### config.mk
export PLATFORM = sky130hd
export DESIGN_NAME = rcds_sequencer
export DESIGN_NICKNAME = d
export VERILOG_FILES = /design/src/rtl/rcds_pkg.sv /design/src/rtl/rcds_down_timer.sv /design/src/rtl/rcds_sequencer.sv
export VERILOG_INCLUDE_DIRS = /design/src /design/src/rtl
export SDC_FILE = /design/constraint.sdc
export NUM_CORES = 1
export LEC_CHECK = 0
export BUFFER_PORTS_ARGS = -buffer_cell sky130_fd_sc_hd__buf_2
export CAP_MARGIN = 20
export CORE_AREA = 10 10 145 147
export CTS_BUF_LIST = sky130_fd_sc_hd__clkbuf_16
export DETAILED_ROUTE_END_ITERATION = 12
export DIE_AREA = 0 0 155 157
export PLACE_DENSITY = 0.71
export SYNTH_ARGS = -nofsm -noshare
export SYNTH_HDL_FRONTEND = slang
export SYNTH_SLANG_ARGS = --single-unit
### constraint.sdc
create_clock -name aclk -period 2.3 [get_ports aclk]
set_clock_uncertainty 0.15 [all_clocks]
set_input_delay 0.345 -clock aclk [delete_from_list [all_inputs] [get_ports aclk]]
set_output_delay 0.345 -clock aclk [all_outputs]
set_load 0.02 [all_outputs]
### src/rtl/rcds_defines.svh
// Constants for the reset cause and delay sequencer.
`ifndef RCDS_DEFINES_SVH
`define RCDS_DEFINES_SVH

// ==========================================================================
// Timing
// ==========================================================================
`define RCDS_CLK_PERIOD_NS 10
`define RCDS_T_POR_NS      10000
`define RCDS_T_STARTUP_NS  20000
`define RCDS_T_PUP_NS      64000000
`define RCDS_T_RST_NS      20000
`define RCDS_T_LOCK_NS     20000
`define RCDS_T_MON_NS      100000
`define RCDS_CYC_MIN(t) (((t) + `RCDS_CLK_PERIOD_NS - 1) / `RCDS_CLK_PERIOD_NS)
`define RCDS_OSC_PERIODS   1024
`define RCDS_CNT_W         24

// ==========================================================================
// Reset cause flag layout
// ==========================================================================
`define RCDS_BIT_TRAP_CLASH 15
`define RCDS_BIT_BAD_INSTR  14
`define RCDS_BIT_REG_STBY   8
`define RCDS_BIT_PIN_RESET  7
`define RCDS_BIT_INSTR_RST  6
`define RCDS_BIT_DOG_SOFT   5
`define RCDS_BIT_DOG_TMO    4
`define RCDS_BIT_SLEEP      3
`define RCDS_BIT_IDLE       2
`define RCDS_BIT_BROWN      1
`define RCDS_BIT_POWER_ON   0
`define RCDS_FLAGS_IMPL     16'hc1ff
`define RCDS_FLAGS_RST      16'h0003
`define RCDS_CLKSEL_LSB     12

// ==========================================================================
// Register map and bus answers
// ==========================================================================
`define RCDS_AXI_AW      8
`define RCDS_ADDR_FLAGS  8'h00
`define RCDS_ADDR_CLKCTL 8'h04
`define RCDS_ADDR_STATUS 8'h08
`define RCDS_RESP_OKAY   2'h0
`define RCDS_RESP_SLVERR 2'h2

`endif

### src/rtl/rcds_pkg.sv
// Types shared by the reset cause and delay sequencer.
`include "rcds_defines.svh"

package rcds_pkg;

  // ========================================================================
  // Sequencer and clock release phases
  // ========================================================================
  typedef enum logic [2:0] {
    RCDS_S_POR   = 3'h0,
    RCDS_S_START = 3'h1,
    RCDS_S_RST   = 3'h3,
    RCDS_S_RUN   = 3'h2,
    RCDS_S_WAKE  = 3'h6
  } rcds_seq_t;

  typedef enum logic [1:0] {
    RCDS_C_OSC   = 2'h0,
    RCDS_C_LOCK  = 2'h1,
    RCDS_C_READY = 2'h3
  } rcds_clk_t;

  // ========================================================================
  // State of the top module, apart from the counts in its delay timers
  // ========================================================================
  typedef struct packed {
    logic [3:0]              s1;
    logic [3:0]              s2;
    logic                    osc_prev;
    logic                    boot;
    rcds_seq_t               seq;
    rcds_clk_t               ck;
    logic                    lock_due;
    logic                    long_mon;
    logic                    mon_wait;
    logic                    mon_on;
    logic [2:0]              clk_sel;
    logic [15:0]             flags;
    logic                    sys_rst;
    logic                    clk_rel;
    logic                    dog_run;
    logic                    aw_have;
    logic                    w_have;
    logic [`RCDS_AXI_AW-1:0] aw_addr;
    logic [31:0]             wdata;
    logic [3:0]              wstrb;
    logic                    awready;
    logic                    wready;
    logic                    bvalid;
    logic [1:0]              bresp;
    logic                    arready;
    logic                    rvalid;
    logic [1:0]              rresp;
    logic [31:0]             rdata;
  } rcds_state_t;

endpackage

### src/rtl/rcds_down_timer.sv
// Loadable down counter that flags when it has run out.
`timescale 1ns/1ns

module rcds_down_timer #(
  parameter int W = 24
) (
  input  wire logic         aclk,
  input  wire logic         aresetn,
  input  wire logic         load,
  input  wire logic [W-1:0] load_val,
  input  wire logic         step,
  output logic              done
);

  typedef struct packed {
    logic [W-1:0] cnt;
  } rcds_tmr_t;

  rcds_tmr_t q;
  rcds_tmr_t d;

  always_comb begin
    d = q;
    if (load) begin
      d.cnt = load_val;
    end else if (step && (q.cnt != '0)) begin
      d.cnt = q.cnt - W'(1);
    end
  end

  always_ff @(posedge aclk) begin
    if (!aresetn) begin
      q <= '0;
    end else begin
      q <= d;
    end
  end

  assign done = (q.cnt == '0);

endmodule

### src/rtl/rcds_sequencer.sv
// Reset cause flags, clock source choice and reset release timing.
//
// Our own choices: the AXI4-Lite register port and the address map.
`timescale 1ns/1ns
`include "rcds_defines.svh"

module rcds_sequencer
  import rcds_pkg::*;
#(
  parameter int PUP_CYCLES = `RCDS_CYC_MIN(`RCDS_T_PUP_NS),
  parameter int MON_CYCLES = `RCDS_CYC_MIN(`RCDS_T_MON_NS)
) (
  input  wire logic                    aclk,
  input  wire logic                    aresetn,
  input  wire logic                    por_det,
  input  wire logic                    brown_det,
  input  wire logic                    master_clear_pin_n,
  input  wire logic                    osc_clk_pin,
  input  wire logic                    dog_timeout,
  input  wire logic                    reset_instr,
  input  wire logic                    bad_opcode,
  input  wire logic                    uninit_w_access,
  input  wire logic                    trap_clash,
  input  wire logic                    power_save_instruction,
  input  wire logic                    power_save_idle,
  input  wire logic                    wake_event,
  input  wire logic                    dog_enable_fuse,
  input  wire logic [2:0]              initial_clock_fuse_field,
  input  wire logic                    clock_switch_en,
  input  wire logic                    regulator_en,
  input  wire logic                    osc_crystal,
  input  wire logic                    osc_pll,
  output logic                         system_reset_signal,
  output logic                         sysclk_release,
  output logic                         clock_failure_monitor,
  output logic                         dog_run,
  output logic [2:0]                   current_clock_select,
  input  wire logic [`RCDS_AXI_AW-1:0] s_axi_awaddr,
  input  wire logic                    s_axi_awvalid,
  output logic                         s_axi_awready,
  input  wire logic [31:0]             s_axi_wdata,
  input  wire logic [3:0]              s_axi_wstrb,
  input  wire logic                    s_axi_wvalid,
  output logic                         s_axi_wready,
  output logic [1:0]                   s_axi_bresp,
  output logic                         s_axi_bvalid,
  input  wire logic                    s_axi_bready,
  input  wire logic [`RCDS_AXI_AW-1:0] s_axi_araddr,
  input  wire logic                    s_axi_arvalid,
  output logic                         s_axi_arready,
  output logic [31:0]                  s_axi_rdata,
  output logic [1:0]                   s_axi_rresp,
  output logic                         s_axi_rvalid,
  input  wire logic                    s_axi_rready
);

  // ========================================================================
  // Delay counts
  // ========================================================================
  localparam logic [`RCDS_CNT_W-1:0] POR_CYC =
    `RCDS_CNT_W'(`RCDS_CYC_MIN(`RCDS_T_POR_NS));
  localparam logic [`RCDS_CNT_W-1:0] START_CYC =
    `RCDS_CNT_W'(`RCDS_CYC_MIN(`RCDS_T_STARTUP_NS));
  localparam logic [`RCDS_CNT_W-1:0] RST_CYC =
    `RCDS_CNT_W'(`RCDS_CYC_MIN(`RCDS_T_RST_NS));
  localparam logic [`RCDS_CNT_W-1:0] LOCK_CYC =
    `RCDS_CNT_W'(`RCDS_CYC_MIN(`RCDS_T_LOCK_NS));
  localparam logic [`RCDS_CNT_W-1:0] OSC_CNT = `RCDS_CNT_W'(`RCDS_OSC_PERIODS);
  localparam logic [`RCDS_CNT_W-1:0] PUP_CYC = `RCDS_CNT_W'(PUP_CYCLES);
  localparam logic [`RCDS_CNT_W-1:0] MON_CYC = `RCDS_CNT_W'(MON_CYCLES);

  rcds_state_t q;
  rcds_state_t d;

  logic                    seq_load;
  logic [`RCDS_CNT_W-1:0]  seq_val;
  logic                    seq_done;
  logic                    osc_load;
  logic [`RCDS_CNT_W-1:0]  osc_val;
  logic                    osc_done;
  logic                    osc_step;
  logic                    mon_load;
  logic                    mon_done;

  // ========================================================================
  // Delay timers
  // ========================================================================
  rcds_down_timer #(.W(`RCDS_CNT_W)) u_seq_tmr (
    .aclk     (aclk),
    .aresetn  (aresetn),
    .load     (seq_load),
    .load_val (seq_val),
    .step     (1'b1),
    .done     (seq_done)
  );

  // The oscillator count steps on oscillator edges, the lock wait on aclk.
  assign osc_step = (q.ck == RCDS_C_OSC) ? (q.s2[3] & ~q.osc_prev) : 1'b1;

  rcds_down_timer #(.W(`RCDS_CNT_W)) u_osc_tmr (
    .aclk     (aclk),
    .aresetn  (aresetn),
    .load     (osc_load),
    .load_val (osc_val),
    .step     (osc_step),
    .done     (osc_done)
  );

  rcds_down_timer #(.W(`RCDS_CNT_W)) u_mon_tmr (
    .aclk     (aclk),
    .aresetn  (aresetn),
    .load     (mon_load),
    .load_val (MON_CYC),
    .step     (1'b1),
    .done     (mon_done)
  );

  // ========================================================================
  // Next state
  // ========================================================================
  always_comb begin
    logic        por;
    logic        cold;
    logic        warm;
    logic [15:0] hw_set;
    logic [15:0] hw_clr;
    logic [15:0] fl;
    logic [31:0] rd;
    logic        wr_ok;
    por    = 1'b0;
    cold   = 1'b0;
    warm   = 1'b0;
    hw_set = '0;
    hw_clr = '0;
    fl     = q.flags;
    rd     = '0;
    wr_ok  = 1'b0;
    d      = q;
    seq_load = 1'b0;
    seq_val  = RST_CYC;
    osc_load = 1'b0;
    osc_val  = OSC_CNT;
    mon_load = 1'b0;

    // Pins pass two flops; only the second stage is ever looked at.
    d.s1 = {osc_clk_pin, master_clear_pin_n, brown_det, por_det};
    d.s2 = q.s1;
    d.osc_prev = q.s2[3];
    d.boot = 1'b0;

    // Leaving the block reset counts as a power-on event.
    por  = q.s2[0] | q.boot;
    cold = por | q.s2[1];
    warm = ~q.s2[2] | dog_timeout | reset_instr | bad_opcode
         | uninit_w_access | trap_clash;

    // ---------------- reset release sequence ----------------
    case (q.seq)
      RCDS_S_POR: begin
        if (seq_done) begin
          d.seq = RCDS_S_START;
          seq_load = 1'b1;
          seq_val = regulator_en ? START_CYC : PUP_CYC;
        end
      end
      RCDS_S_START: begin
        if (seq_done) begin
          d.seq = RCDS_S_RST;
          seq_load = 1'b1;
          seq_val = RST_CYC;
        end
      end
      RCDS_S_RST: begin
        if (seq_done) begin
          d.seq = RCDS_S_RUN;
        end
      end
      RCDS_S_RUN: begin
        if (wake_event && regulator_en) begin
          d.seq = RCDS_S_WAKE;
          seq_load = 1'b1;
          seq_val = START_CYC;
        end
      end
      RCDS_S_WAKE: begin
        if (seq_done) begin
          d.seq = RCDS_S_RUN;
        end
      end
      default: begin
        d.seq = RCDS_S_POR;
      end
    endcase

    // A level reset keeps reloading its first delay while it is held.
    if (cold) begin
      d.seq = RCDS_S_POR;
      seq_load = 1'b1;
      seq_val = POR_CYC;
    end else if (warm) begin
      d.seq = RCDS_S_RST;
      seq_load = 1'b1;
      seq_val = RST_CYC;
    end

    // ---------------- system clock release ----------------
    case (q.ck)
      RCDS_C_OSC: begin
        if (osc_done) begin
          if (q.lock_due) begin
            d.ck = RCDS_C_LOCK;
            osc_load = 1'b1;
            osc_val = LOCK_CYC;
          end else begin
            d.ck = RCDS_C_READY;
          end
        end
      end
      RCDS_C_LOCK: begin
        if (osc_done) begin
          d.ck = RCDS_C_READY;
        end
      end
      RCDS_C_READY: begin
        d.ck = RCDS_C_READY;
      end
      default: begin
        d.ck = RCDS_C_READY;
      end
    endcase

    // Clock waits start with a cold event only, alongside its reset delays; a warm reset leaves them running.
    if (cold) begin
      d.lock_due = osc_pll;
      osc_load = 1'b1;
      if (osc_crystal) begin
        d.ck = RCDS_C_OSC;
        osc_val = OSC_CNT;
      end else if (osc_pll) begin
        d.ck = RCDS_C_LOCK;
        osc_val = LOCK_CYC;
      end else begin
        d.ck = RCDS_C_READY;
      end
      d.long_mon = osc_crystal | osc_pll;
    end else if (warm) begin
      d.long_mon = 1'b0;
    end

    // ---------------- clock monitor start ----------------
    if (q.mon_wait && mon_done) begin
      d.mon_wait = 1'b0;
      d.mon_on = 1'b1;
    end
    if ((q.seq == RCDS_S_RST) && (d.seq == RCDS_S_RUN)) begin
      if (q.long_mon) begin
        d.mon_wait = 1'b1;
        mon_load = 1'b1;
      end else begin
        d.mon_on = 1'b1;
      end
    end
    if (d.seq inside {RCDS_S_POR, RCDS_S_START, RCDS_S_RST}) begin
      d.mon_wait = 1'b0;
      d.mon_on = 1'b0;
    end

    // ---------------- clock source selection ----------------
    if (cold || (warm && !clock_switch_en)) begin
      d.clk_sel = initial_clock_fuse_field;
    end

    // ---------------- register bus ----------------
    if (s_axi_awvalid && q.awready) begin
      d.aw_have = 1'b1;
      d.aw_addr = s_axi_awaddr;
    end
    if (s_axi_wvalid && q.wready) begin
      d.w_have = 1'b1;
      d.wdata = s_axi_wdata;
      d.wstrb = s_axi_wstrb;
    end
    if (q.bvalid && s_axi_bready) begin
      d.bvalid = 1'b0;
    end
    if (d.aw_have && d.w_have && !d.bvalid) begin
      d.aw_have = 1'b0;
      d.w_have = 1'b0;
      d.bvalid = 1'b1;
      wr_ok = d.aw_addr inside {`RCDS_ADDR_FLAGS, `RCDS_ADDR_CLKCTL, `RCDS_ADDR_STATUS};
      d.bresp = wr_ok ? `RCDS_RESP_OKAY : `RCDS_RESP_SLVERR;
      // Only the flag word stores anything; nothing here starts a reset.
      if (d.aw_addr == `RCDS_ADDR_FLAGS) begin
        if (d.wstrb[0]) begin
          fl[7:0] = d.wdata[7:0];
        end
        if (d.wstrb[1]) begin
          fl[15:8] = d.wdata[15:8];
        end
      end
    end
    d.awready = ~d.aw_have & ~d.bvalid;
    d.wready = ~d.w_have & ~d.bvalid;

    if (q.rvalid && s_axi_rready) begin
      d.rvalid = 1'b0;
    end
    if (s_axi_arvalid && q.arready) begin
      d.rvalid = 1'b1;
      d.rresp = `RCDS_RESP_OKAY;
      case (s_axi_araddr)
        `RCDS_ADDR_FLAGS: rd[15:0] = q.flags;
        `RCDS_ADDR_CLKCTL: rd[`RCDS_CLKSEL_LSB +: 3] = q.clk_sel;
        `RCDS_ADDR_STATUS: rd[8:0] = {q.seq, q.ck, q.mon_on, q.dog_run, q.clk_rel, q.sys_rst};
        default: d.rresp = `RCDS_RESP_SLVERR;
      endcase
      d.rdata = rd;
    end
    d.arready = ~d.rvalid;

    // ---------------- reset cause flags ----------------
    if (cold) begin
      hw_clr[`RCDS_BIT_TRAP_CLASH] = 1'b1;
      hw_clr[`RCDS_BIT_BAD_INSTR] = 1'b1;
      hw_clr[`RCDS_BIT_INSTR_RST] = 1'b1;
      hw_clr[`RCDS_BIT_DOG_TMO] = 1'b1;
      hw_clr[`RCDS_BIT_SLEEP] = 1'b1;
      hw_clr[`RCDS_BIT_IDLE] = 1'b1;
      hw_set[`RCDS_BIT_BROWN] = 1'b1;
    end
    if (por) begin
      hw_clr = ~(16'h0001 << `RCDS_BIT_POWER_ON);
      hw_set[`RCDS_BIT_POWER_ON] = 1'b1;
    end
    if (power_save_instruction) begin
      hw_clr[`RCDS_BIT_DOG_TMO] = 1'b1;
      hw_set[`RCDS_BIT_IDLE] = power_save_idle;
      hw_set[`RCDS_BIT_SLEEP] = ~power_save_idle;
    end
    hw_set[`RCDS_BIT_PIN_RESET] = ~q.s2[2];
    hw_set[`RCDS_BIT_DOG_TMO] = dog_timeout;
    hw_set[`RCDS_BIT_INSTR_RST] = reset_instr;
    hw_set[`RCDS_BIT_BAD_INSTR] = bad_opcode | uninit_w_access;
    hw_set[`RCDS_BIT_TRAP_CLASH] = trap_clash;
    // A hardware event beats a clear arriving in the same cycle.
    d.flags = ((fl & ~hw_clr) | hw_set) & `RCDS_FLAGS_IMPL;

    // ---------------- outputs ----------------
    d.sys_rst = d.seq inside {RCDS_S_POR, RCDS_S_START, RCDS_S_RST};
    d.clk_rel = (d.ck == RCDS_C_READY) && (d.seq != RCDS_S_WAKE);
    d.dog_run = dog_enable_fuse | d.flags[`RCDS_BIT_DOG_SOFT];
  end

  always_ff @(posedge aclk) begin
    if (!aresetn) begin
      q <= '0;
      q.boot <= 1'b1;
      // The pin idles high; starting its stages low would fake a pin reset.
      q.s1 <= 4'h4;
      q.s2 <= 4'h4;
      q.sys_rst <= 1'b1;
      q.flags <= `RCDS_FLAGS_RST;
    end else begin
      q <= d;
    end
  end

  // ========================================================================
  // Outputs
  // ========================================================================
  assign system_reset_signal = q.sys_rst;
  assign sysclk_release = q.clk_rel;
  assign clock_failure_monitor = q.mon_on;
  assign dog_run = q.dog_run;
  assign current_clock_select = q.clk_sel;
  assign s_axi_awready = q.awready;
  assign s_axi_wready = q.wready;
  assign s_axi_bresp = q.bresp;
  assign s_axi_bvalid = q.bvalid;
  assign s_axi_arready = q.arready;
  assign s_axi_rdata = q.rdata;
  assign s_axi_rresp = q.rresp;
  assign s_axi_rvalid = q.rvalid;

endmodule

-- Word-level counts from Yosys, hierarchy flattened
Index checks and enable logic that the tools add are counted.
- word-level logic and storage cells: 192
- output and inout port bits: 48
- input bits: 79
- flip-flop bits (word level): 184
- bitwise gates (word level): 24
- reductions and logical operators: 38
- add/sub/neg operators: 3
- eq/ne operators: 14
- mux-type cells: 78
- operators with widths (kind ; number):
    24-bit two-way mux ; 9
    119-bit two-way mux ; 1
    24-bit zero test ; 3
    24-bit nonzero test ; 3
    24-bit by 1-bit subtractor with 24-bit output (second input constant) ; 3
    23-bit two-way mux ; 3
    16-bit two-way mux ; 3
    36-bit two-way mux ; 1
    35-bit two-way mux ; 1
    3-bit two-way mux ; 11
    10-bit two-way mux ; 3
    14-bit two-way mux ; 2
    2-bit two-way mux ; 13
    8-bit two-way mux ; 3
    1-bit two-way mux ; 23
    9-bit one-hot mux with 2 select lines ; 1
    16-bit AND ; 1
    8-bit by 3-bit == test with 1-bit output (second input constant) ; 2
    8-bit by 4-bit == test with 1-bit output (second input constant) ; 2
    8-bit zero test ; 2
    16-bit inverter ; 1
    16-bit OR ; 1
    1-bit logical AND ; 13
    3-bit by 2-bit == test with 1-bit output (second input constant) ; 4
    other kinds (20) ; 48

-- Depth between registers and ports, before layout
- depth after elaboration: 13
- depth in mapped cells: 10

-- Modules after synthesis
A second synthesis with hierarchy kept.
- cell total of the unflattened synthesis: 905
- area total of the unflattened synthesis: 7763.7 µm²
- by module, submodules not included (module ; area an instance (µm²) ; cells each ; times used ; sequential area each (µm²)):
    rcds_down_timer ; 1465.2 ; 174 ; 3 ; 480.5
    rcds_sequencer ; 3368.2 ; 383 ; 1 ; 1581.5

-- Worst setup path before layout
No wires, ideal clock.
- kind: register -> register
- start: register u_osc_tmr.q[0] in the netlist's numbering
- end: register u_osc_tmr.q[21] in the netlist's numbering
- period minus slack after synthesis: 2173 ps
- library setup time: 116 ps
- buffers on the path: 1
- data required time: 2034 ps
- setup slack: 127 ps
- cell stages (with the launch flop): 10
- arrival: 1907 ps
- cell sequence: dfxtp_1 inv_1 ha_1 nor4b_1 and3_1 buf_2 a21o_1 or4_1 xor2_1 nor2_2
- longest elaborated chain between the ends: 5
- ends and longest elaborated chain (item ; line ; text):
    start: declaration ; rcds_down_timer.sv:19 ; rcds_tmr_t q;
    start signal: assignment ; rcds_down_timer.sv:33 ; q <= '0;
    start signal: assignment ; rcds_down_timer.sv:35 ; q <= d;
    parallel branches: the longest is 5 deep, another holds 24-bit by 1-bit subtractor with 24-bit output ; n/a ;
Parallel ways; which one is timed is not known. The select of a mux whose other input is x is not followed.
A chain may end at the register's enable or synchronous reset.

-- Worst setup path after layout
- start: register u_osc_tmr.q[0] in the netlist's numbering
- end: register u_osc_tmr.q[20] in the netlist's numbering
Same word-level chain as after synthesis.

==> flow_summary.ini <==
[power]
power.switching_uw = 2840
switching_share_pct = 32.6
power_density_nw_per_um2 = 1010
ir_drop_v = 0.000612
internal_power_uw = 5870
p_seq_share_pct = 37.1
power_uw = 8700
clock_power_share_pct = 33.2
combPwrFrac_pct = 29.7
leakage_uw = 0.00359

[routing]
drc = 0
avgViaCountPerCell = 5.07
antenna_left = 0
drt_pass1_iterations = 5
wl_per_cell_um = 15.1
drt_iter0_markers = 259
num_vias = 5944
wl_um = 17700

[clock_tree]
clockRootBuffer = clkbuf_16
cts_max_level = 4
path_clk_slew_ps = 60
numCtsBuffers = 17
cts.sinks = 151
clock_latency_ps = 420
clockBufferDepth = 2
cts_tree = yes

[worst_setup_path]
cp.arrival_ps = 2370
r2r_end = u_osc_tmr.q[20]
worstSetupPathType = flip-flop to flip-flop
r2r_cells = 10
cp-end-kind = flip-flop
crit-reg2reg-launch = u_osc_tmr.q[0]
cp-start-kind = flip-flop
required_ps = 2460
reg2reg_slack_ps = 90
worstPathMaxFanout = 8

[yosys]
synth_seq_cells = 151
syn_avg_cell_area_um2 = 8.78
async_flop_share_pct = 0
synth_fa_ha_area_share_pct = 0.707
yosys_warnings = 0
synth_xor_area_share_pct = 6.31
synth.most_common_cell = dfxtp_1
synthSimpleGateAreaFrac_pct = 27.5
synth_compound_area_share_pct = 11.1
synth-main-ff-cell = dfxtp_1
synth-edff-count = 0
muxShareOfSynthArea_pct = 4.67
synthCells = 806
synthTopCellsByCount = 151 x dfxtp_1, 127 x nor2_1, 71 x nand2_1
synth_top_family_by_area = simple AND/OR/NAND/NOR gates
synth_top_area_share_pct = 42.7
synth.distinct_cells = 68
yosys-top-cells-area = dfxtp_1 43%, nor2_1 6.7%, a21oi_1 4.5%
synth_area_um2 = 7080
yosysSeqAreaShare_pct = 42.7
synth_top_cell_by_area = dfxtp_1

[finish]
drive_above_1_share_pct = 23.8
fin_util_pct = 47.2
syn_to_final_growth_pct = 22.1
ff_latch_area_um2 = 3030
multiInputGateArea_um2 = 3710
fillers = 1737
finalInstanceArea_um2 = 8640
layout.nets = 1007

[place]
portBuffers = 82
post-dp-hpwl_um = 13100
place_area_um2 = 7860
routabilityCongestion = 0.805

[die]
core_um2 = 18300
die_area_um2 = 24300
dieHeight_um = 157
num_rows = 50
fp.dieW_um = 155
io_pins = 127
initial_core_util_pct = 38.6

[global_route]
grt_first_pass_wirelength_um = 28300
overflow = 0
grt_pass1_vias = 5692
grt_usage_pct = 14.2
grt_max_degree = 47
antenna_found_initial = 4

[worst_hold_path]
hold_path_depth = 3
hp-class = primary input to flip-flop
min_from = initial_clock_fuse_field[0]
holdPathEnd = current_clock_select[0]

[timing]
setup_viol = 0
tightestPinTransition_ps = 560
period_minus_slack_ps = 2210
setup_tns_ps = 0
relSlewSlack_pct = 62.1
fin_crit_sh_pct = 96.0
clock.fmax_mhz = 453
maxSlewViolCount = 0
whs_ps = 11.5
hold_viol = 0

[status]
outcome = finished, final reports clean

[job]
maxCapViolations = 0
logic make-up after synthesis:
group           Yosys count
compound gates          123
simple gates            360
other cells               1
buf+inv                  84
fa+ha+maj                 4
mux                      32
flops                   151
xor+xnor                 51
how the worst max path moves through the flow:
stage                    start              end  slack [ps]  cells past startpoint
3_5_place_dp    u_osc_tmr.q[0]  u_osc_tmr.q[20]          60                      9
4_1_cts         u_osc_tmr.q[0]  u_osc_tmr.q[20]          10                      9
3_3_place_gp   u_osc_tmr.q[16]   u_osc_tmr.q[3]          80                      6
2_1_floorplan   u_osc_tmr.q[0]  u_osc_tmr.q[21]         130                      9
5_1_grt         u_osc_tmr.q[0]   u_osc_tmr.q[8]         -10                      9
6_report        u_osc_tmr.q[0]  u_osc_tmr.q[20]          90                     10
layout make-up:
| cell class | instances | area share (%) |
|---|---|---|
| Antenna cell | 2 | 0.0579 |
| Clock buffer | 17 | 4.92 |
| Inverter | 13 | 0.565 |
| Sequential cell | 151 | 35.0 |
| Tap cell | 234 | 3.39 |
| Clock inverter | 15 | 2.16 |
| Multi-Input combinational cell | 591 | 42.9 |
| Timing Repair Buffer | 150 | 11.0 |
power groups by stage:
stage | Sequential [µW] | Combinational [µW] | Clock [µW]
after floorplan | 3220 | 1960 | 0
after global placement | 3250 | 2450 | 0
after detailed placement | 3260 | 2500 | 0
after CTS | 3210 | 2530 | 2930
after global routing | 3260 | 2880 | 3040
final | 3230 | 2590 | 2890
sequential cells by signal (all words and copies together) (netlist names), 3 cells and up:
signal	count
s_axi_rdata	13
u_seq_tmr.q	24
q	47
u_mon_tmr.q	24
d	5
u_osc_tmr.q	24
current_clock_select	3
layer usage:
metal	track usage (%)	up-vias	share of wire, %
met3	5.19	22	7.1
met2	23.5	137	47
li1	-	2992	-
met4	4.50	4	1.3
met5	0	-	0.18
met1	16.9	2789	44
cells in the final DEF (no fill, tap or decap), types with 7 or more instances in the layout:
cell,count
nor3_1,25
o31ai_1,7
conb_1,21
buf_4,60
nor4_1,13
nand3_1,13
nand2_1,69
buf_2,82
nor2_1,127
xnor2_1,33
nand2b_1,10
or4_1,8
clkbuf_16,17
o21ai_0,8
dlygate4sd3_1,7
dfxtp_1,149
nand4_1,9
and2_1,19
mux2i_1,24
nor4_2,10
or3_1,9
inv_1,14
mux2_2,8
xor2_1,18
a21oi_1,62
per-stage QoR:
stage,instances,worst slack [ps]
3_5_place_dp,1129,59.9
3_3_place_gp,1129,82.8
6_report,1173,91.3
2_1_floorplan,826,127
4_1_cts,1168,14.4
5_1_grt,1171,-14.3
what timing repair did:
item | 4_1_cts | 5_1_grt
setup endpoints to repair | 0 | 31
hold buffers | 7 | 0
setup buffers | 0 | 3
gates resized for setup | 0 | 16
hold endpoints to repair | 7 | 0
worst max-delay path, stage by stage, from the launching register on:
cell	delay, ps
dfxtp_2	320
inv_1	50
ha_1	200
nor4b_1	140
and3_2	210
buf_4	140
a21oi_2	350
buf_4	210
nand4_1	100
xor2_1	170
nor2_1	50
(Power assumes the default switching activity.)
